File: config.mk
export PLATFORM = sky130hd
export DESIGN_NAME = switch_power_mgmt_wake
export DESIGN_NICKNAME = d
export VERILOG_FILES = /design/src/rtl/pwr_pkg.sv /design/src/rtl/wake_pkt_matcher.sv /design/src/rtl/switch_power_mgmt_wake.sv
export VERILOG_INCLUDE_DIRS = /design/src /design/src/rtl
export SDC_FILE = /design/constraint.sdc
export NUM_CORES = 1
export LEC_CHECK = 0
export BUFFER_PORTS_ARGS = -buffer_cell sky130_fd_sc_hd__buf_2
export CORE_MARGIN = 3
export CORE_UTILIZATION = 60
export DETAILED_ROUTE_END_ITERATION = 12
export GPL_TIMING_DRIVEN = 0
export HOLD_SLACK_MARGIN = 0.02
export PLACE_DENSITY = 0.83
export SYNTH_ARGS = -nofsm -noshare
export SYNTH_HDL_FRONTEND = slang
export SYNTH_SLANG_ARGS = --single-unit
File: constraint.sdc
create_clock -name sys_clk_in -period 6.23 [get_ports sys_clk_in]
set_input_delay 0.623 -clock sys_clk_in [delete_from_list [all_inputs] [get_ports sys_clk_in]]
set_output_delay 0.623 -clock sys_clk_in [all_outputs]
set_load 0.01 [all_outputs]
File: src/rtl/pwr_defines.svh
// Field positions, reset values and timing counts for the power and wake controller
`ifndef PWR_DEFINES_SVH
`define PWR_DEFINES_SVH

// Power mode field inside the control byte
`define MODE_LSB 3
`define MODE_MSB 4
`define MODE_RESET 2'b00
`define MODE_RESERVED 2'b11

// Clock period and derived counts
`define CLK_PERIOD_NS 8
`define US_NS 1000
`define US_CYC (`US_NS / `CLK_PERIOD_NS)
`define ENERGY_PRESENT_NS 100
`define ENERGY_PRESENT_CYC ((`ENERGY_PRESENT_NS + `CLK_PERIOD_NS - 1) / `CLK_PERIOD_NS)
`define REFRESH_PERIOD_NS 20000000
`define REFRESH_PERIOD_CYC ((`REFRESH_PERIOD_NS + `CLK_PERIOD_NS - 1) / `CLK_PERIOD_NS)
`define REFRESH_LEN_NS 200000
`define REFRESH_LEN_CYC ((`REFRESH_LEN_NS + `CLK_PERIOD_NS - 1) / `CLK_PERIOD_NS)
`define RX_CLK_STOP_CYC 9
`define LINK_PULSE_NS 16000000
`define LINK_PULSE_CYC (`LINK_PULSE_NS / `CLK_PERIOD_NS)
`define LINK_PULSE_LEN_NS 100
`define LINK_PULSE_LEN_CYC ((`LINK_PULSE_LEN_NS + `CLK_PERIOD_NS - 1) / `CLK_PERIOD_NS)
`define STRAP_SETTLE 2'd2

// Wake packet layout
`define SYNC_BYTE 8'hff
`define WAKE_SYNC_BYTES 3'd6
`define WAKE_LAST_POS 3'd5
`define WAKE_LAST_REP 4'hf
`define DA_BYTES 3'd6

`endif

File: src/rtl/pwr_pkg.sv
// Types shared by the power and wake controller
package pwr_pkg;
	typedef enum logic [1:0] {
		PM_NORMAL = 2'b00,
		PM_ENERGY_DETECT_POWERDOWN = 2'b01,
		PM_SOFT_PD = 2'b10
	} pwr_mode_t;

	typedef enum logic {
		ED_FULL = 1'b0,
		ED_LOW = 1'b1
	} energy_detect_powerdown_state_t;

	typedef enum logic [1:0] {
		TX_ACTIVE = 2'b00,
		TX_QUIET = 2'b01,
		TX_REFRESH = 2'b10
	} tx_lpi_state_t;

	typedef struct packed {
		logic sof;
		logic valid;
		logic [7:0] data;
	} rx_byte_t;

	typedef struct packed {
		logic pkt;
		logic link_up;
		logic energy;
	} wake_evt_t;

	// Byte idx of a MAC address, most significant first
	function automatic logic [7:0] mac_byte(input logic [47:0] mac, input logic [2:0] idx);
		logic [47:0] s;
		s = mac << (idx * 8);
		mac_byte = s[47:40];
	endfunction : mac_byte
endpackage : pwr_pkg

File: src/rtl/wake_pkt_matcher.sv
// Wake packet sequence matcher over a received byte stream
`timescale 1ns/1ps
`include "pwr_defines.svh"
module wake_pkt_matcher import pwr_pkg::*; (
	input wire logic sys_clk_in,
	input wire logic arst_n_in,
	input wire logic scan_en_in,
	input wire rx_byte_t rx_in,
	input wire logic [47:0] node_mac_in,
	output logic hit_out
);
	logic [2:0] sync_reg, sync_next;
	logic [2:0] pos_reg, pos_next;
	logic [3:0] rep_reg, rep_next;
	logic hit_reg, hit_next;
	logic is_ff;

	assign is_ff = (rx_in.data == `SYNC_BYTE);

	// Sync count, then sixteen unbroken address copies
	always_comb begin
		sync_next = sync_reg;
		pos_next = pos_reg;
		rep_next = rep_reg;
		hit_next = 1'b0;
		if (rx_in.sof) begin
			sync_next = 3'd0;
			pos_next = 3'd0;
			rep_next = 4'h0;
		end
		if (scan_en_in && rx_in.valid) begin
			if (sync_next != `WAKE_SYNC_BYTES) begin
				sync_next = is_ff ? sync_next + 3'd1 : 3'd0;
			end else if (rx_in.data == mac_byte(node_mac_in, pos_next)) begin
				if (pos_next == `WAKE_LAST_POS) begin
					pos_next = 3'd0;
					if (rep_next == `WAKE_LAST_REP) begin
						hit_next = 1'b1;
						sync_next = 3'd0;
						rep_next = 4'h0;
					end else begin
						rep_next = rep_next + 4'h1;
					end
				end else begin
					pos_next = pos_next + 3'd1;
				end
			end else if (is_ff && pos_next == 3'd0 && rep_next == 4'h0) begin
				sync_next = `WAKE_SYNC_BYTES; // Extra sync bytes keep the lock
			end else begin
				sync_next = is_ff ? 3'd1 : 3'd0;
				pos_next = 3'd0;
				rep_next = 4'h0;
			end
		end
	end

	// Matcher state registers
	always_ff @(posedge sys_clk_in or negedge arst_n_in) begin
		if (!arst_n_in) begin
			sync_reg <= 3'd0;
			pos_reg <= 3'd0;
			rep_reg <= 4'h0;
			hit_reg <= 1'b0;
		end else begin
			sync_reg <= sync_next;
			pos_reg <= pos_next;
			rep_reg <= rep_next;
			hit_reg <= hit_next;
		end
	end

	assign hit_out = hit_reg;
endmodule : wake_pkt_matcher

File: src/rtl/switch_power_mgmt_wake.sv
// Global power modes, per-port power down, EEE low-power idle and wake event reporting
`timescale 1ns/1ps
`include "pwr_defines.svh"
module switch_power_mgmt_wake import pwr_pkg::*; #(
	parameter int PORTS = 7,
	parameter int EEE_PORTS = 5,
	parameter int STRAP_W = 8,
	parameter int REFRESH_PERIOD_CYC = `REFRESH_PERIOD_CYC,
	parameter int REFRESH_LEN_CYC = `REFRESH_LEN_CYC,
	parameter int LINK_PULSE_CYC = `LINK_PULSE_CYC
) (
	input wire logic sys_clk_in,
	input wire logic arst_n_in,
	input wire logic ctrl_wr_in,
	input wire logic [7:0] ctrl_wdata_in,
	input wire logic [15:0] quiet_us_in,
	input wire logic [15:0] wake_energy_cyc_in,
	input wire logic [EEE_PORTS-1:0] cable_energy_in,
	input wire logic [EEE_PORTS-1:0] link_up_in,
	input wire logic [PORTS-1:0] port_pwrdn_in,
	input wire logic [EEE_PORTS-1:0] eee_en_in,
	input wire logic [EEE_PORTS-1:0] an_eee_ok_in,
	input wire logic [EEE_PORTS-1:0] mac_tx_lpi_req_in,
	input wire logic [EEE_PORTS-1:0] rx_code_valid_in,
	input wire logic [EEE_PORTS-1:0] rx_pcode_in,
	input wire rx_byte_t rx_byte_in,
	input wire logic [47:0] node_mac_in,
	input wire wake_evt_t wake_en_in,
	input wire wake_evt_t wake_clr_in,
	input wire logic pme_en_in,
	input wire logic int_en_in,
	input wire logic [STRAP_W-1:0] strap_in,
	output pwr_mode_t mode_out,
	output logic energy_detect_powerdown_low_out,
	output logic pll_en_out,
	output logic mac_en_out,
	output logic energy_det_en_out,
	output logic [PORTS-1:0] port_en_out,
	output logic link_pulse_out,
	output logic soft_reset_out,
	output logic [STRAP_W-1:0] strap_out,
	output logic [EEE_PORTS-1:0] eee_active_out,
	output logic [EEE_PORTS-1:0] tx_lpi_out,
	output logic [EEE_PORTS-1:0] tx_refresh_out,
	output logic [EEE_PORTS-1:0] rx_lpi_out,
	output logic [EEE_PORTS-1:0] rx_clk_stop_out,
	output wake_evt_t wake_status_out,
	output logic power_event_out_n,
	output logic host_interrupt_out_n
);
	localparam int RW = $clog2(REFRESH_PERIOD_CYC + 1);
	localparam int PW = $clog2(LINK_PULSE_CYC + 1);

	// Two-stage synchronisers for cable energy and straps
	logic [EEE_PORTS-1:0] energy_s1_reg, energy_s2_reg;
	logic [STRAP_W-1:0] strap_s1_reg, strap_s2_reg;
	always_ff @(posedge sys_clk_in or negedge arst_n_in) begin
		if (!arst_n_in) begin
			energy_s1_reg <= '0;
			energy_s2_reg <= '0;
			strap_s1_reg <= '0;
			strap_s2_reg <= '0;
		end else begin
			energy_s1_reg <= cable_energy_in;
			energy_s2_reg <= energy_s1_reg;
			strap_s1_reg <= strap_in;
			strap_s2_reg <= strap_s1_reg;
		end
	end

	// Global mode, energy-detect substate, timers and strap capture
	pwr_mode_t mode_reg, mode_next;
	energy_detect_powerdown_state_t ed_reg, ed_next;
	logic [6:0] us_pre_reg, us_pre_next;
	logic [15:0] quiet_reg, quiet_next;
	logic [15:0] run_reg, run_next;
	logic [PW-1:0] pulse_reg, pulse_next;
	logic [1:0] settle_reg, settle_next;
	logic strap_done_reg, strap_done_next;
	logic [STRAP_W-1:0] strap_reg, strap_next;
	logic soft_rst_reg, soft_rst_next;
	logic [1:0] wr_field;
	logic wr_ok, soft_exit, any_energy, us_tick;

	assign wr_field = ctrl_wdata_in[`MODE_MSB:`MODE_LSB];
	assign wr_ok = ctrl_wr_in && (wr_field != `MODE_RESERVED);
	assign soft_exit = wr_ok && (mode_reg == PM_SOFT_PD) && (wr_field != PM_SOFT_PD);
	assign any_energy = |energy_s2_reg;
	assign us_tick = (us_pre_reg == 7'(`US_CYC - 1));

	always_comb begin
		mode_next = mode_reg;
		ed_next = ed_reg;
		us_pre_next = us_tick ? 7'd0 : us_pre_reg + 7'd1;
		quiet_next = quiet_reg;
		run_next = any_energy ? ((run_reg == 16'hffff) ? run_reg : run_reg + 16'h1) : 16'h0;
		pulse_next = '0;
		settle_next = (settle_reg != 2'd0) ? settle_reg - 2'd1 : settle_reg;
		strap_done_next = strap_done_reg;
		strap_next = strap_reg;
		soft_rst_next = soft_exit;
		if (soft_exit) begin
			mode_next = pwr_mode_t'(`MODE_RESET);
		end else if (wr_ok) begin
			mode_next = pwr_mode_t'(wr_field);
		end
		if ((settle_reg == 2'd0 && !strap_done_reg) || soft_exit) begin
			strap_next = strap_s2_reg;
			strap_done_next = 1'b1;
		end
		if (any_energy) begin
			quiet_next = 16'h0;
		end else if (us_tick && quiet_reg != 16'hffff) begin
			quiet_next = quiet_reg + 16'h1;
		end
		case (ed_reg)
			ED_FULL: begin
				if (mode_reg == PM_ENERGY_DETECT_POWERDOWN && quiet_reg > quiet_us_in) begin
					ed_next = ED_LOW;
				end
			end
			ED_LOW: begin
				if (pulse_reg != PW'(LINK_PULSE_CYC - 1)) begin
					pulse_next = pulse_reg + 1'b1;
				end
				if (run_reg >= 16'(`ENERGY_PRESENT_CYC)) begin
					ed_next = ED_FULL;
				end
			end
			default: begin
				ed_next = ED_FULL;
			end
		endcase
		if (mode_next != PM_ENERGY_DETECT_POWERDOWN) begin
			ed_next = ED_FULL;
		end
	end

	always_ff @(posedge sys_clk_in or negedge arst_n_in) begin
		if (!arst_n_in) begin
			mode_reg <= pwr_mode_t'(`MODE_RESET);
			ed_reg <= ED_FULL;
			us_pre_reg <= 7'd0;
			quiet_reg <= 16'h0;
			run_reg <= 16'h0;
			pulse_reg <= '0;
			settle_reg <= `STRAP_SETTLE;
			strap_done_reg <= 1'b0;
			strap_reg <= '0;
			soft_rst_reg <= 1'b0;
		end else begin
			mode_reg <= mode_next;
			ed_reg <= ed_next;
			us_pre_reg <= us_pre_next;
			quiet_reg <= quiet_next;
			run_reg <= run_next;
			pulse_reg <= pulse_next;
			settle_reg <= settle_next;
			strap_done_reg <= strap_done_next;
			strap_reg <= strap_next;
			soft_rst_reg <= soft_rst_next;
		end
	end

	// Block enables per mode and per port
	logic phy_on, normal;
	assign normal = (mode_reg == PM_NORMAL);
	assign phy_on = normal || (mode_reg == PM_ENERGY_DETECT_POWERDOWN && ed_reg == ED_FULL);
	assign mode_out = mode_reg;
	assign energy_detect_powerdown_low_out = (ed_reg == ED_LOW);
	assign pll_en_out = normal;
	assign mac_en_out = normal;
	assign energy_det_en_out = (mode_reg == PM_ENERGY_DETECT_POWERDOWN);
	assign link_pulse_out = (ed_reg == ED_LOW) && (pulse_reg < PW'(`LINK_PULSE_LEN_CYC));
	assign port_en_out = {PORTS{phy_on}} & ~port_pwrdn_in;
	assign soft_reset_out = soft_rst_reg;
	assign strap_out = strap_reg;

	// EEE on PHY ports only
	logic [EEE_PORTS-1:0] eee_act;
	assign eee_act = eee_en_in & an_eee_ok_in & {EEE_PORTS{normal}}
		& ~port_pwrdn_in[EEE_PORTS-1:0];
	assign eee_active_out = eee_act;

	// Transmit idle and refresh timing, one machine per port
	tx_lpi_state_t tx_reg [EEE_PORTS];
	tx_lpi_state_t tx_next [EEE_PORTS];
	logic [RW-1:0] tx_cnt_reg [EEE_PORTS];
	logic [RW-1:0] tx_cnt_next [EEE_PORTS];
	always_comb begin
		for (int i = 0; i < EEE_PORTS; i++) begin
			tx_next[i] = tx_reg[i];
			tx_cnt_next[i] = tx_cnt_reg[i] + 1'b1;
			case (tx_reg[i])
				TX_ACTIVE: begin
					tx_cnt_next[i] = '0;
					if (eee_act[i] && mac_tx_lpi_req_in[i]) begin
						tx_next[i] = TX_QUIET;
					end
				end
				TX_QUIET: begin
					if (!(eee_act[i] && mac_tx_lpi_req_in[i])) begin
						tx_next[i] = TX_ACTIVE;
					end else if (tx_cnt_reg[i] == RW'(REFRESH_PERIOD_CYC - 1)) begin
						tx_next[i] = TX_REFRESH;
						tx_cnt_next[i] = '0;
					end
				end
				TX_REFRESH: begin
					if (!(eee_act[i] && mac_tx_lpi_req_in[i])) begin
						tx_next[i] = TX_ACTIVE;
					end else if (tx_cnt_reg[i] == RW'(REFRESH_LEN_CYC - 1)) begin
						tx_next[i] = TX_QUIET;
						tx_cnt_next[i] = '0;
					end
				end
				default: begin
					tx_next[i] = TX_ACTIVE;
				end
			endcase
			if (tx_next[i] == TX_ACTIVE) begin
				tx_cnt_next[i] = '0;
			end
		end
	end

	always_ff @(posedge sys_clk_in or negedge arst_n_in) begin
		if (!arst_n_in) begin
			for (int i = 0; i < EEE_PORTS; i++) begin
				tx_reg[i] <= TX_ACTIVE;
				tx_cnt_reg[i] <= '0;
			end
		end else begin
			for (int i = 0; i < EEE_PORTS; i++) begin
				tx_reg[i] <= tx_next[i];
				tx_cnt_reg[i] <= tx_cnt_next[i];
			end
		end
	end

	// Receive idle tracking, independent of transmit
	logic [EEE_PORTS-1:0] rx_lpi_reg, rx_lpi_next;
	logic [3:0] rx_cnt_reg [EEE_PORTS];
	logic [3:0] rx_cnt_next [EEE_PORTS];
	always_comb begin
		for (int i = 0; i < EEE_PORTS; i++) begin
			rx_lpi_next[i] = rx_lpi_reg[i];
			if (!eee_act[i]) begin
				rx_lpi_next[i] = 1'b0;
			end else if (rx_code_valid_in[i]) begin
				rx_lpi_next[i] = rx_pcode_in[i];
			end
			if (!rx_lpi_reg[i] || !rx_lpi_next[i]) begin
				rx_cnt_next[i] = 4'h0;
			end else if (rx_cnt_reg[i] != 4'(`RX_CLK_STOP_CYC)) begin
				rx_cnt_next[i] = rx_cnt_reg[i] + 4'h1;
			end else begin
				rx_cnt_next[i] = rx_cnt_reg[i];
			end
		end
	end

	always_ff @(posedge sys_clk_in or negedge arst_n_in) begin
		if (!arst_n_in) begin
			rx_lpi_reg <= '0;
			for (int i = 0; i < EEE_PORTS; i++) begin
				rx_cnt_reg[i] <= 4'h0;
			end
		end else begin
			rx_lpi_reg <= rx_lpi_next;
			for (int i = 0; i < EEE_PORTS; i++) begin
				rx_cnt_reg[i] <= rx_cnt_next[i];
			end
		end
	end

	// Transmit and receive idle indications
	always_comb begin
		for (int i = 0; i < EEE_PORTS; i++) begin
			tx_lpi_out[i] = (tx_reg[i] != TX_ACTIVE);
			tx_refresh_out[i] = (tx_reg[i] == TX_REFRESH);
			rx_clk_stop_out[i] = rx_lpi_reg[i]
				&& (rx_cnt_reg[i] == 4'(`RX_CLK_STOP_CYC));
		end
	end
	assign rx_lpi_out = rx_lpi_reg;

	// Destination check: node address or broadcast
	logic [2:0] da_idx_reg, da_idx_next;
	logic da_mac_reg, da_mac_next, da_bc_reg, da_bc_next;
	logic frame_ok, pkt_hit;
	always_comb begin
		da_idx_next = da_idx_reg;
		da_mac_next = da_mac_reg;
		da_bc_next = da_bc_reg;
		if (rx_byte_in.valid && rx_byte_in.sof) begin
			da_idx_next = 3'd1;
			da_mac_next = (rx_byte_in.data == mac_byte(node_mac_in, 3'd0));
			da_bc_next = (rx_byte_in.data == `SYNC_BYTE);
		end else if (rx_byte_in.valid && da_idx_reg != `DA_BYTES) begin
			da_idx_next = da_idx_reg + 3'd1;
			da_mac_next = da_mac_reg && (rx_byte_in.data == mac_byte(node_mac_in, da_idx_reg));
			da_bc_next = da_bc_reg && (rx_byte_in.data == `SYNC_BYTE);
		end
	end
	assign frame_ok = (da_idx_reg == `DA_BYTES) && (da_mac_reg || da_bc_reg);

	always_ff @(posedge sys_clk_in or negedge arst_n_in) begin
		if (!arst_n_in) begin
			da_idx_reg <= 3'd0;
			da_mac_reg <= 1'b0;
			da_bc_reg <= 1'b0;
		end else begin
			da_idx_reg <= da_idx_next;
			da_mac_reg <= da_mac_next;
			da_bc_reg <= da_bc_next;
		end
	end

	wake_pkt_matcher u_matcher (
		.sys_clk_in(sys_clk_in),
		.arst_n_in(arst_n_in),
		.scan_en_in(wake_en_in.pkt && normal),
		.rx_in(rx_byte_in),
		.node_mac_in(node_mac_in),
		.hit_out(pkt_hit)
	);

	// Wake events into sticky status, set wins over clear except on a soft exit, which clears all
	logic [EEE_PORTS-1:0] link_prev_reg;
	wake_evt_t evt, stat_reg, stat_next;
	logic power_event_out_n_reg, power_event_out_n_next, int_n_reg, int_n_next;
	always_comb begin
		evt.energy = wake_en_in.energy && any_energy && (run_reg == wake_energy_cyc_in)
			&& (run_reg != 16'hffff);
		evt.link_up = wake_en_in.link_up && |(link_up_in & ~link_prev_reg);
		evt.pkt = pkt_hit && frame_ok;
		stat_next = soft_exit ? wake_evt_t'('0) : ((stat_reg & ~wake_clr_in) | evt);
		power_event_out_n_next = !(pme_en_in && |stat_next);
		int_n_next = !(int_en_in && |stat_next);
	end

	always_ff @(posedge sys_clk_in or negedge arst_n_in) begin
		if (!arst_n_in) begin
			link_prev_reg <= '0;
			stat_reg <= '0;
			power_event_out_n_reg <= 1'b1;
			int_n_reg <= 1'b1;
		end else begin
			link_prev_reg <= link_up_in;
			stat_reg <= stat_next;
			power_event_out_n_reg <= power_event_out_n_next;
			int_n_reg <= int_n_next;
		end
	end

	assign wake_status_out = stat_reg;
	assign power_event_out_n = power_event_out_n_reg;
	assign host_interrupt_out_n = int_n_reg;
endmodule : switch_power_mgmt_wake

Word level (Yosys, flattened, before mapping)

Index checks and enable logic that the tools add are counted.

Reduce and logical (&&, ||, !) cells: 85
Bitwise operators: 12
Shift operators: 2
Equality and inequality tests: 51
Order comparisons: 3
Add/sub/neg operators: 19
Multiplexer cells: 127

Operators by type and width:

| kind                    | number |
|---|---|
| $mux W22                | 25 |
| $pmux W22 S3            | 5 |
| $add A22 B1 Y22 const B | 5 |
| $eq A22 B15 Y1 const B  | 5 |
| $eq A22 B22 Y1 const B  | 5 |
| $shl A48 B6 Y48         | 2 |
| $mux W4                 | 17 |
| $mux W16                | 4 |
| $mux W2                 | 27 |
| $mux W3                 | 17 |
| $mux W21                | 2 |
| $logic_and A1 B1 Y1     | 34 |
| $add A16 B1 Y16 const B | 2 |
| $ne A16 B16 Y1 const B  | 2 |
| $pmux W2 S3             | 5 |
| $reduce_bool A2 Y1      | 13 |
| $add A4 B1 Y4 const B   | 6 |
| $eq A4 B4 Y1 const B    | 6 |
| $eq A8 B8 Y1            | 3 |
| $logic_not A2 Y1        | 12 |
| $mux W1                 | 23 |
| $add A21 B1 Y21 const B | 1 |
| $lt A21 B4 Y1 const B   | 1 |
| $ne A21 B21 Y1 const B  | 1 |
| 32 further kinds        | 76 |

Input port bits: 159
Logic and storage cells: 342
Output and inout bits: 53
Flip-flop bits (word level): 272

Depth between registers and ports, before layout

Gate-level depths: netlist of run 1.

Depth in word-level cells: 9
Depth in mapped cells: 12
Depth with buffers taken out: 10

By module

From an unflattened synthesis of run 1, not the netlist that was laid out.

Cell total of the unflattened synthesis: 1580
Area total of the unflattened synthesis: 15092.0 µm²

Modules (own cells, without submodules):

| module                 | cells an instance | sequential area each (µm²) | instances | area an instance (µm²) |
|---|---|---|---|---|
| switch_power_mgmt_wake | 1379              | 6535.0                     | 1         | 13499.2 |
| wake_pkt_matcher       | 201               | 275.3                      | 1         | 1592.8 |

Worst setup path before layout of run 1

Ideal clock, no wire load.

Path kind: input port to flip-flop
From: input port rx_byte_in[9] (netlist name)
To: register u_matcher.rep_reg[0]
Data required time: 6.109 ns
Stages: 9
Buffers on the path: 1
Data arrival time: 2.706 ns
Slack: 3.403 ns
Library setup time: 0.121 ns
Path through: or3b_1 buf_2 o221a_1 a2111oi_2 nand4_1 nor4_1 nor4b_4 o31ai_1 a22o_1

Cells in the longest elaborated chain, start to end: 8
Elaborated cells on any way between the ends: 19
Classes of those cells: 1 x add/sub; 4 x eq/ne; 1 x shift; 9 x mux; 4 x reduce/logical

RTL lines:

| item                                                                    | line                         | text |
|---|---|---|
| from (decl)                                                             | switch_power_mgmt_wake.sv:26 | `input wire rx_byte_t rx_byte_in,` |
| parallel branches: the longest is 7 deep, another holds $shl A48 B6 Y48 | -                            |  |
| $mux W4 *                                                               | wake_pkt_matcher.sv:31       | `if (scan_en_in && rx_in.valid) begin` |
| named net u_matcher.rep_next[0]                                         | wake_pkt_matcher.sv:14       | `logic [3:0] rep_reg, rep_next;` |
| to (signal assigned)                                                    | wake_pkt_matcher.sv:67       | `rep_reg <= rep_next;` |
| to (decl)                                                               | wake_pkt_matcher.sv:14       |  |

Mark *: on every way through the listed nets, which the timed path passes.
A chain may end at the register's enable or synchronous reset.

Final worst setup path of run 1

From: register u_matcher.pos_reg[0]
To: register u_matcher.rep_reg[0]

Cells in the longest elaborated chain, start to end: 8
Elaborated cells on any way between the ends: 12
Classes of those cells: 2 x eq/ne; 1 x shift; 6 x mux; 3 x reduce/logical

RTL lines:

| item                                                                    | line                   | text |
|---|---|---|
| from (decl)                                                             | wake_pkt_matcher.sv:13 | `logic [2:0] pos_reg, pos_next;` |
| from (signal assigned)                                                  | wake_pkt_matcher.sv:66 | `pos_reg <= pos_next;` |
| $mux W3 *                                                               | wake_pkt_matcher.sv:26 | `if (rx_in.sof) begin` |
| parallel branches: the longest is 4 deep, another holds $shl A48 B6 Y48 | -                      |  |
| $mux W4 *                                                               | wake_pkt_matcher.sv:34 | `end else if (rx_in.data == mac_byte(node_mac_in, pos_next)) begin` |
| $mux W4 *                                                               | wake_pkt_matcher.sv:32 | `` if (sync_next != `WAKE_SYNC_BYTES) begin `` |
| $mux W4 *                                                               | wake_pkt_matcher.sv:31 |  |
| named net u_matcher.rep_next[0]                                         | wake_pkt_matcher.sv:14 |  |

Marks and branches as above.

==> reports/summary.md, run 1 <==
## Hold path
* **type of the tightest min-delay check** in -> async

## Critical path
* **endpoint required time on the critical path** 6660 ps
* **worst-path cell with the longest stage delay** sky130_fd_sc_hd__dfrtp_1
* **CP Max Fanout** 10
* **Worst setup EP type** flop
* **cell-by-cell listing of the critical path** buf_2, buf_4, nor3b_1, a211oi_1, nor3_1, a2111oi_0, nand4_1, nor4b_4, o31ai_1, a22o_1
* **Top Family by Delay on Critical Path** compound AO/OA/AOI/OAI gates
* **buffering stage count on the worst path with inverters included** 2
* **arrival time at the worst endpoint** 3520 ps
* **type of element launching the critical path** flop
* **crit path kind** reg -> reg
* **max incr delay on CP** 420 ps

## Global route
* **wire length of the first global-routing pass** 56.7 mm
* **pin count of the biggest net entering global routing** 108
* **antenna violations before repair** 2
* **total gr overflow** 0
* **via count of the first global-routing pass** 12.0k
* **combined global-route utilization of all metal layers** 25.6%

## STA
* **max_slew headroom** 33.2%
* **setup repair after global routing missed its margin** false
* **number of failing hold endpoints at the final stage** 0
* **final count of negative-setup-slack endpoints** 0
* **final period demand of the worst path** 3090 ps
* **setup skew after layout** 23.6 ps
* **final slew viol count** 0
* **Fmax** 0.323 GHz
* **final cycle utilization of the critical path** 49.7%
* **setup TNS** 0 ps
* **transition time at the pin with the least slew margin** 1000 ps
* **worst hold slack** 16.1 ps

## Drt
* **via count** 12.0k
* **average via count per standard cell** 5.64
* **total detailed-routing wirelength** 33.2 mm
* **Avg WL per Cell** 15.6 um
* **DRC Markers** 0
* **router iterations before antenna repair** 5
* **Routed Antenna Nets** 0
* **Starting DRT DRC Count** 704

## Placed design
* **routability congestion estimate from global placement** 0.929
* **total half-perimeter wirelength after legalization and detailed placement** 23.9 mm
* **IO Port Bufs** 203

## Pwr
* **leakage** 7.61 nW
* **proportion of power drawn by the clock network** 45.1%
* **part of the power in combinational logic** 10.4%
* **maximum vdd ir drop** 214 uV
* **Pwr Density** 247 nW/um2
* **P_int** 3.23 mW
* **switching component of the power** 1.00 mW
* **switching power as a share of total power** 23.7%
* **share of power burned in registers** 44.5%

## Clocking
* **CTS max path bufs** 3
* **total of hold buffers inserted after clock tree synthesis** 0
* **clock sink count** 272
* **number of buffers inserted during clock tree synthesis** 29
* **Post-CTS Resized** 0
* **setup fix buffers added after clock tree synthesis** 0
* **Worst-Skew Late Latency** 550 ps
* **clock transition time at the flip-flop clock pins of the worst setup and hold paths** 70 ps
* **H-tree levels** 1
* **clock root cell** sky130_fd_sc_hd__clkbuf_16
* **TritonCTS clock tree** built

## Yosys
* **synthesized netlist cell count** 1547
* **number of unique standard cell types used by synthesis** 68
* **Net Count, Synth** 1751
* **Syn Std Cell Area** 14600 um2
* **number of synthesized flops with an enable pin** 0
* **async set-or-reset flop fraction in the synthesized netlist** 100%
* **Yosys warning count** 0
* **portion of the post-synthesis area used by sequential elements** 46.7%
* **prevailing post-synth register cell** sky130_fd_sc_hd__dfrtp_1
* **mean cell area of the mapped netlist** 9.42 um2
* **Seq cells post-synth** 272

## Cells and area
* **Area Growth Syn to Fin** 17.6%
* **number of flip-flops in the largest register** 110
* **Final nets** 1987
* **share of the core filled with cells in the final layout** 72.3%
* **ratio of cells with drive above 1 in the final layout** 16.8%
* **Filler Cells Inserted** 1747

## Status
* **result of the run** complete, no violations

## Floorplan
* **area of the die** 26200 um2
* **number of top-level pins** 212
* **Chip Height** 162 um
* **number of core rows** 56
* **initial core utilization** 61.5%
* **core outline area** 23700 um2
* **horizontal die dimension** 162 um

## Job
* **number of max-cap violations** 0

## synth_stat cells, types with 21 or more instances
| cell type | n | area share [%] |
|---|---|---|
| sky130_fd_sc_hd__a21oi_1 | 48 | 1.6 |
| sky130_fd_sc_hd__and3_1 | 21 | 0.90 |
| sky130_fd_sc_hd__clkbuf_1 | 31 | 0.80 |
| sky130_fd_sc_hd__dfrtp_1 | 269 | 46 |
| sky130_fd_sc_hd__ha_1 | 45 | 3.9 |
| sky130_fd_sc_hd__inv_1 | 68 | 1.8 |
| sky130_fd_sc_hd__mux2i_1 | 32 | 2.2 |
| sky130_fd_sc_hd__nand2_1 | 129 | 3.3 |
| sky130_fd_sc_hd__nand3_1 | 77 | 2.6 |
| sky130_fd_sc_hd__nand4_1 | 45 | 1.9 |
| sky130_fd_sc_hd__nor2_1 | 280 | 7.2 |
| sky130_fd_sc_hd__nor2b_1 | 21 | 0.90 |
| sky130_fd_sc_hd__nor3_1 | 36 | 1.2 |
| sky130_fd_sc_hd__o21ai_0 | 31 | 1.1 |
| sky130_fd_sc_hd__xnor2_1 | 65 | 3.9 |
| sky130_fd_sc_hd__xor2_1 | 121 | 7.3 |
## placed cells by master, fill, tap and decap left out, types with 7 or more instances in the layout
cell type                   count
sky130_fd_sc_hd__o22ai_1       13
sky130_fd_sc_hd__nor3b_1        7
sky130_fd_sc_hd__or3_1         11
sky130_fd_sc_hd__a21o_1        10
sky130_fd_sc_hd__xor2_1       121
sky130_fd_sc_hd__mux2i_1       32
sky130_fd_sc_hd__or2_2          8
sky130_fd_sc_hd__nor2_1       279
sky130_fd_sc_hd__nand2b_1      13
sky130_fd_sc_hd__a211oi_1      12
sky130_fd_sc_hd__nand3_1       77
sky130_fd_sc_hd__mux2_2         8
sky130_fd_sc_hd__nor4_1        15
sky130_fd_sc_hd__nor2b_1       21
sky130_fd_sc_hd__clkbuf_16     29
sky130_fd_sc_hd__nand3b_1      11
sky130_fd_sc_hd__xnor2_1       65
sky130_fd_sc_hd__and2_1        13
sky130_fd_sc_hd__clkbuf_1      33
sky130_fd_sc_hd__a21oi_1       48
sky130_fd_sc_hd__nor4b_1        9
sky130_fd_sc_hd__dfrtp_1      269
sky130_fd_sc_hd__nand2_1      129
sky130_fd_sc_hd__o21ai_0       31
sky130_fd_sc_hd__inv_1         68
sky130_fd_sc_hd__clkinv_2       8
sky130_fd_sc_hd__mux4_2         8
sky130_fd_sc_hd__ha_1          45
sky130_fd_sc_hd__bufinv_16      7
sky130_fd_sc_hd__nand4_1       45
sky130_fd_sc_hd__buf_2        208
sky130_fd_sc_hd__nor3_1        36
sky130_fd_sc_hd__and4_1        14
sky130_fd_sc_hd__and3_1        21
## worst register-to-register path, delay by kind of cell (launching register included)
kind	cells	cell delay, ps
buf+inv	2	550
simple gates	4	820
compound gates	4	1210
flops	1	420
## worst paths after layout
check                                               startpoint                        endpoint  slack (ps)  depth (start not counted)
worst min-delay path                                 arst_n_in        quiet_reg[8]$_DFFE_PN0P_          20                          1
max in group asynchronous                            arst_n_in         rx_lpi_out[4]$_DFF_PN0_        4870                          3
min in group sys_clk_in                            strap_in[2]       strap_s1_reg[2]$_DFF_PN0_         190                          1
worst max register to register  u_matcher.pos_reg[0]$_DFF_PN0_  u_matcher.rep_reg[0]$_DFF_PN0_        3140                         10
worst max-delay path            u_matcher.pos_reg[0]$_DFF_PN0_  u_matcher.rep_reg[0]$_DFF_PN0_        3140                         10
worst min register to register       strap_s1_reg[2]$_DFF_PN0_       strap_s2_reg[2]$_DFF_PN0_         350                          0
## power groups by stage
stage	clock network [mW]	logic [mW]	registers, mW
finish	1.91	0.440	1.88
global route	2.02	0.485	1.89
CTS	1.94	0.442	1.88
floorplan	0	0.234	1.91
global placement	0	0.421	1.91
detailed placement	0	0.438	1.91
## layer usage
layer  track usage, %  vias to the layer above  part of all wire, %
li1                 -                     5788                    -
met1             33.5                     5806                   42
met2             44.8                      317                   51
met3             3.72                       70                  5.3
met4             7.44                        0                  2.5
met5                0                        -                    0
## cell families after synthesis
| group | after synthesis | synth area share [%] |
|---|---|---|
| compound gates | 154 | 6.78 |
| xor+xnor | 186 | 11.2 |
| fa+ha+maj | 45 | 3.86 |
| buf+inv | 112 | 3.04 |
| flops | 272 | 46.7 |
| mux | 48 | 4.05 |
| simple gates | 730 | 24.3 |
## through the flow
stage	power (mW)	instances	cell area (um2)	setup slack [ps]
5_1_grt	4.39	2126	17100	3010
3_5_place_dp	2.35	2071	16100	2750
2_1_floorplan	2.14	1547	14600	3400
4_1_cts	4.27	2124	17100	2880
6_report	4.23	2126	17100	3140
3_3_place_gp	2.33	2069	16000	-285
## layout make-up
| class | instances | area [um2] | area share (%) |
|---|---|---|---|
| diodes | 2 | 5.00 | 0.0292 |
| plain buffers | 44 | 188 | 1.10 |
| clock buffers | 37 | 816 | 4.76 |
| clock inverters | 16 | 259 | 1.51 |
| inverters | 68 | 255 | 1.49 |
| multi-input cells | 1163 | 7320 | 42.7 |
| flip-flops and latches | 272 | 6810 | 39.8 |
| well taps | 319 | 399 | 2.33 |
| repair buffers | 205 | 1080 | 6.31 |
(Power assumes the default switching activity.)
==> run 2: changes to the inputs <==
Settings changed: CORE_UTILIZATION 60 to 52, PLACE_DENSITY 0.83 to 0.77.
Clock period 6.23 ns to 2.8 ns, I/O delays scaled along.
==> run 2 against run 1 <==
Register-to-register slack got worse by 3000 ps. Maximum frequency increased by 14%. Global-route usage decreased by 2.9 points. Largest power group is now sequential cells. Hold slack better by 95 ps.
==> reports/summary.md, run 2 (same netlist as run 1, synthesis figures left out) <==
## STA
* **Fmax** 0.369 GHz
* **max_slew headroom** 32.5%
* **number of failing hold endpoints at the final stage** 0
* **final cycle utilization of the critical path** 96.7%
* **final period demand of the worst path** 2710 ps
* **final slew viol count** 0
* **final count of negative-setup-slack endpoints** 0
* **transition time at the pin with the least slew margin** 1010 ps
* **setup repair after global routing missed its margin** true
* **setup skew after layout** 9.57 ps
* **setup TNS** 0 ps

## Floorplan
* **area of the die** 30100 um2
* **core outline area** 27300 um2
* **number of core rows** 60
* **horizontal die dimension** 173 um
* **Chip Height** 173 um
* **number of top-level pins** 212
* **initial core utilization** 53.5%

## Cells and area
* **ratio of cells with drive above 1 in the final layout** 17.8%
* **most frequent cells in the layout** sky130_fd_sc_hd__nor2_1, sky130_fd_sc_hd__dfrtp_1, sky130_fd_sc_hd__buf_2
* **area of all placed cells without fillers** 17800 um2
* **commonest non-fill, non-tap cell in the layout** sky130_fd_sc_hd__nor2_1
* **number of flip-flops in the largest register** 110
* **Area Growth Syn to Fin** 22.1%
* **Filler Cells Inserted** 2163
* **number of antenna repair diodes** 0
* **Final nets** 2031

## Critical path
* **cell-by-cell listing of the critical path** or3b_4, buf_6, buf_12, o21ai_4, nor3_1, a2111oi_2, nand4_1, nor4b_4, buf_4, buf_6, a21oi_1, o221ai_2
* **crit path kind** reg -> reg
* **arrival time at the worst endpoint** 3160 ps
* **most prevalent standard cell on the critical path** sky130_fd_sc_hd__buf_6
* **Top Family by Delay on Critical Path** simple AND/OR/NAND/NOR gates
* **max incr delay on CP** 400 ps
* **endpoint required time on the critical path** 3250 ps
* **CP Max Fanout** 10
* **type of element launching the critical path** flop
* **worst-path cell with the longest stage delay** sky130_fd_sc_hd__dfrtp_1
* **buffering stage count on the worst path with inverters included** 4
* **Worst setup EP type** flop

## Clocking
* **number of buffers inserted during clock tree synthesis** 29
* **TritonCTS clock tree** built
* **clock sink count** 272
* **clock root cell** sky130_fd_sc_hd__clkbuf_16
* **Worst-Skew Late Latency** 540 ps
* **H-tree levels** 1
* **CTS max path bufs** 3
* **clock transition time at the flip-flop clock pins of the worst setup and hold paths** 70 ps

## Job
* **number of max-cap violations** 0

## Drt
* **router iterations before antenna repair** 6
* **Routed Antenna Nets** 0
* **DRC Markers** 0
* **total detailed-routing wirelength** 34.4 mm
* **Starting DRT DRC Count** 660
* **via count** 12.1k
* **Avg WL per Cell** 15.5 um
* **average via count per standard cell** 5.46

## Placed design
* **IO Port Bufs** 203
* **area post-placement** 16100 um2
* **routability congestion estimate from global placement** 0.929
* **total half-perimeter wirelength after legalization and detailed placement** 24.6 mm

## Global route
* **antenna violations before repair** 0
* **pin count of the biggest net entering global routing** 112
* **combined global-route utilization of all metal layers** 22.7%
* **via count of the first global-routing pass** 12.4k
* **total gr overflow** 0
* **wire length of the first global-routing pass** 58.4 mm

## Pwr
* **Pwr Density** 528 nW/um2
* **maximum vdd ir drop** 436 uV
* **leakage** 7.85 nW

## Status
* **result of the run** complete, no violations

## Hold path
* **type of the tightest min-delay check** in -> reg

## run 2: cell types whose count changed in the layout (fill, tap and decap cells not counted), moves of 5 or more
cell and change:
sky130_fd_sc_hd__buf_2 -5, sky130_fd_sc_hd__clkbuf_2 +6, sky130_fd_sc_hd__dlygate4sd3_1 +41, sky130_fd_sc_hd__mux2i_1 -5
## run 2: stage by stage
stage	instances	total power [mW]	setup slack, ps	utilization, %	hold slack [ps]
after floorplan	1547	4.77	248	-	-15.6
after global placement	2122	5.20	-3460	58.9	333
after detailed placement	2124	5.24	-441	59.1	337
after CTS	2220	9.47	0.498	64.7	63.4
after global routing	2221	9.78	-118	65.3	117
final	2221	9.40	92.9	65.3	111
## run 2: final timing paths
path / end / slack, ps / start / cells after the start
hold reg to reg: strap_s2_reg[4]$_DFF_PN0_ / 350 / strap_s1_reg[4]$_DFF_PN0_ / 0
setup reg to reg: u_matcher.sync_reg[1]$_DFF_PN0_ / 90 / u_matcher.pos_reg[1]$_DFF_PN0_ / 12
setup / recovery: u_matcher.sync_reg[1]$_DFF_PN0_ / 90 / u_matcher.pos_reg[1]$_DFF_PN0_ / 12
min in group asynchronous: energy_s2_reg[3]$_DFF_PN0_ / 320 / arst_n_in / 2
hold / removal: mode_out[0]$_DFF_PN0_ / 110 / ctrl_wr_in / 3
max in group asynchronous: tx_reg[8]$_DFF_PN0_ / 1510 / arst_n_in / 3
## run 2: routing by layer
| metal | share of wire, % | vias up | GRT usage, % |
|---|---|---|---|
| li1 | - | 5868 | - |
| met1 | 44 | 5926 | 29.9 |
| met2 | 50 | 267 | 39.2 |
| met3 | 4.5 | 62 | 3.59 |
| met4 | 2.3 | 0 | 6.08 |
| met5 | 0 | - | 0 |
## run 2: worst min-delay path: stages
cell	delay, ps
sky130_fd_sc_hd__buf_2	80
sky130_fd_sc_hd__nor2b_1	160
sky130_fd_sc_hd__nor2_1	90
## run 2: where the power goes
group,leakage [nW],internal [mW],switching (mW)
Sequential,3.66,4.06,0.138
Clock,0.513,2.59,1.58
Combinational,3.68,0.472,0.565
Total,7.85,7.12,2.28
## run 2: final cells by class
cell class / instances / area (um2) / area share, %
timing repair buffer: 250 / 1520 / 8.55
sequential: 272 / 6810 / 38.3
buffer: 43 / 239 / 1.34
inverter: 68 / 255 / 1.43
clock buffer: 39 / 813 / 4.57
tap: 372 / 465 / 2.62
clock inverter: 14 / 230 / 1.29
multi-input combinational: 1163 / 7460 / 41.9
## run 2: repair_timing
item / in CTS / in global routing
pin swaps: 3 / 13
resized for setup: 15 / 43
hold buffers: 41 / 0
buffers inserted: 2 / 2
setup endpoints to repair: 38 / 56
endpoints found under the hold margin: 125 / 0
==> run 3: changes to the inputs <==
Settings changed: BUFFER_PORTS_ARGS -buffer_cell sky130_fd_sc_hd__buf_2 to not set, CORE_UTILIZATION 52 to 58, DONT_BUFFER_PORTS set to 1, PLACE_DENSITY 0.77 to 0.76.
==> run 3 against run 2 <==
Die area shrank 10%. Count of clock-buffer cells in the layout grew 7. Clock skew grew 1.2 ps. The flow now finishes with violations (negative hold slack). Clock power grew 2%. Sequential share of layout area grew 2.5 points.
==> reports/summary.md, run 3 (same netlist as run 1, synthesis figures left out) <==
## Status
* **result of the run** finished with violations
* **violated checks** negative hold slack

## Placed design
* **IO Port Bufs** 0
* **routability congestion estimate from global placement** 0.928
* **total half-perimeter wirelength after legalization and detailed placement** 22.3 mm
* **instance count after placement with tap cells included** 1872
* **area post-placement** 15000 um2
* **pre-CTS setup slack** -203 ps

## STA
* **transition time at the pin with the least slew margin** 973 ps
* **max_slew headroom** 35.1%
* **worst hold slack** -576 ps
* **final slew viol count** 0
* **Final Worst Setup Slack** 44.5 ps
* **setup TNS** 0 ps
* **number of failing hold endpoints at the final stage** 272
* **final cycle utilization of the critical path** 98.4%
* **setup skew after layout** 10.7 ps
* **final count of negative-setup-slack endpoints** 0
* **setup repair after global routing missed its margin** false
* **final period demand of the worst path** 2760 ps
* **Fmax** 0.363 GHz

## Cells and area
* **most frequent cells in the layout** sky130_fd_sc_hd__nor2_1, sky130_fd_sc_hd__dfrtp_1, sky130_fd_sc_hd__nand2_1
* **area of the multi-input gates** 7420 um2
* **Sequential Area** 6810 um2
* **number of flip-flops in the largest register** 110
* **Filler Cells Inserted** 1918
* **final std cells w/o fill** 1974
* **area of all placed cells without fillers** 16700 um2
* **ratio of cells with drive above 1 in the final layout** 7.39%
* **Area Growth Syn to Fin** 14.6%
* **number of antenna repair diodes** 0
* **Final nets** 1830
* **commonest non-fill, non-tap cell in the layout** sky130_fd_sc_hd__nor2_1
* **share of the core filled with cells in the final layout** 68.0%

## Drt
* **Starting DRT DRC Count** 685
* **via count** 11.4k
* **Avg WL per Cell** 16.5 um
* **average via count per standard cell** 5.78
* **total detailed-routing wirelength** 32.6 mm
* **router iterations before antenna repair** 5
* **Routed Antenna Nets** 0
* **DRC Markers** 0

## Floorplan
* **initial core utilization** 59.4%
* **core outline area** 24500 um2
* **Chip Height** 164 um
* **number of core rows** 57
* **horizontal die dimension** 164 um
* **number of top-level pins** 212
* **area of the die** 27100 um2

## Clocking
* **clock root cell** sky130_fd_sc_hd__clkbuf_16
* **clock sink count** 272
* **clock transition time at the flip-flop clock pins of the worst setup and hold paths** 60 ps
* **H-tree levels** 1
* **total of hold buffers inserted after clock tree synthesis** 46
* **Worst-Skew Late Latency** 550 ps
* **CTS max path bufs** 3
* **TritonCTS clock tree** built
* **number of buffers inserted during clock tree synthesis** 30

## Critical path
* **endpoint required time on the critical path** 3260 ps
* **type of element launching the critical path** flop
* **arrival time at the worst endpoint** 3220 ps
* **crit path kind** reg -> reg
* **CP Max Fanout** 10
* **Worst setup EP type** flop

## Global route
* **wire length of the first global-routing pass** 54.0 mm
* **antenna violations before repair** 0
* **total gr overflow** 0
* **pin count of the biggest net entering global routing** 273
* **combined global-route utilization of all metal layers** 24.2%
* **via count of the first global-routing pass** 11.3k

## Pwr
* **maximum vdd ir drop** 608 uV
* **Pwr Density** 551 nW/um2
* **leakage** 7.00 nW
* **Overall Power** 9.20 mW

## Job
* **number of max-cap violations** 0

## Hold path
* **type of the tightest min-delay check** in -> async

==> run 3: repair_timing <==
| action | 4_1_cts | 5_1_grt |
|---|---|---|
| setup buffers | 2 | 0 |
| gates cloned | 0 | 0 |
| endpoints found under the setup margin | 12 | 59 |
| endpoints found under the hold margin | 334 | 272 |
| gates resized for setup | 9 | 35 |
| pin swaps | 2 | 7 |
==> run 3: worst paths after layout <==
kind                                           startpoint  slack, ps  depth (start not counted)                               to
setup / recovery           u_matcher.pos_reg[0]$_DFF_PN0_         40                          9  u_matcher.sync_reg[2]$_DFF_PN0_
hold / removal                                  arst_n_in       -580                          0         quiet_reg[7]$_DFFE_PN0P_
setup reg to reg           u_matcher.pos_reg[0]$_DFF_PN0_         40                          9  u_matcher.sync_reg[2]$_DFF_PN0_
hold reg to reg                energy_s1_reg[2]$_DFF_PN0_        350                          0       energy_s2_reg[2]$_DFF_PN0_
max in group asynchronous                       arst_n_in       2740                          0   u_matcher.pos_reg[2]$_DFF_PN0_
min in group sys_clk_in                  port_pwrdn_in[2]         70                          3              tx_reg[5]$_DFF_PN0_
==> run 3: layout make-up <==
class                      instances  area share [%]
inverter                          68            1.53
buffer                            42            1.28
clock buffer                      46            5.64
multi-input combinational       1163            44.4
clock inverter                    10           0.937
timing repair buffer              49            2.94
tap                              324            2.43
sequential                       272            40.8
==> run 3: power by group <==
| part | switching (mW) | leakage, nW | total, mW | internal (mW) |
|---|---|---|---|---|
| clock network | 1.56 | 0.543 | 4.24 | 2.67 |
| registers | 0.192 | 3.66 | 4.26 | 4.06 |
| logic | 0.357 | 2.80 | 0.709 | 0.352 |
| total | 2.11 | 7.00 | 9.20 | 7.09 |
==> run 3: worst max-delay path, stage by stage, from the launching register on <==
cell and delay [ps]:
sky130_fd_sc_hd__dfrtp_1 430, sky130_fd_sc_hd__buf_6 200, sky130_fd_sc_hd__mux2i_2 310, sky130_fd_sc_hd__nor2_1 140, sky130_fd_sc_hd__or4_1 520, sky130_fd_sc_hd__nand4_1 160
sky130_fd_sc_hd__nor4b_4 60, sky130_fd_sc_hd__buf_4 170, sky130_fd_sc_hd__or4_1 560, sky130_fd_sc_hd__o211ai_1 120
==> run 3: metal layers <==
metal / global-route usage (%) / vias up / share of wire (%)
li1: - / 5467 / -
met1: 31.9 / 5549 / 43
met2: 40.8 / 319 / 49
met3: 3.99 / 68 / 5.3
met4: 8.01 / 0 / 3.0
met5: 0 / - / 0
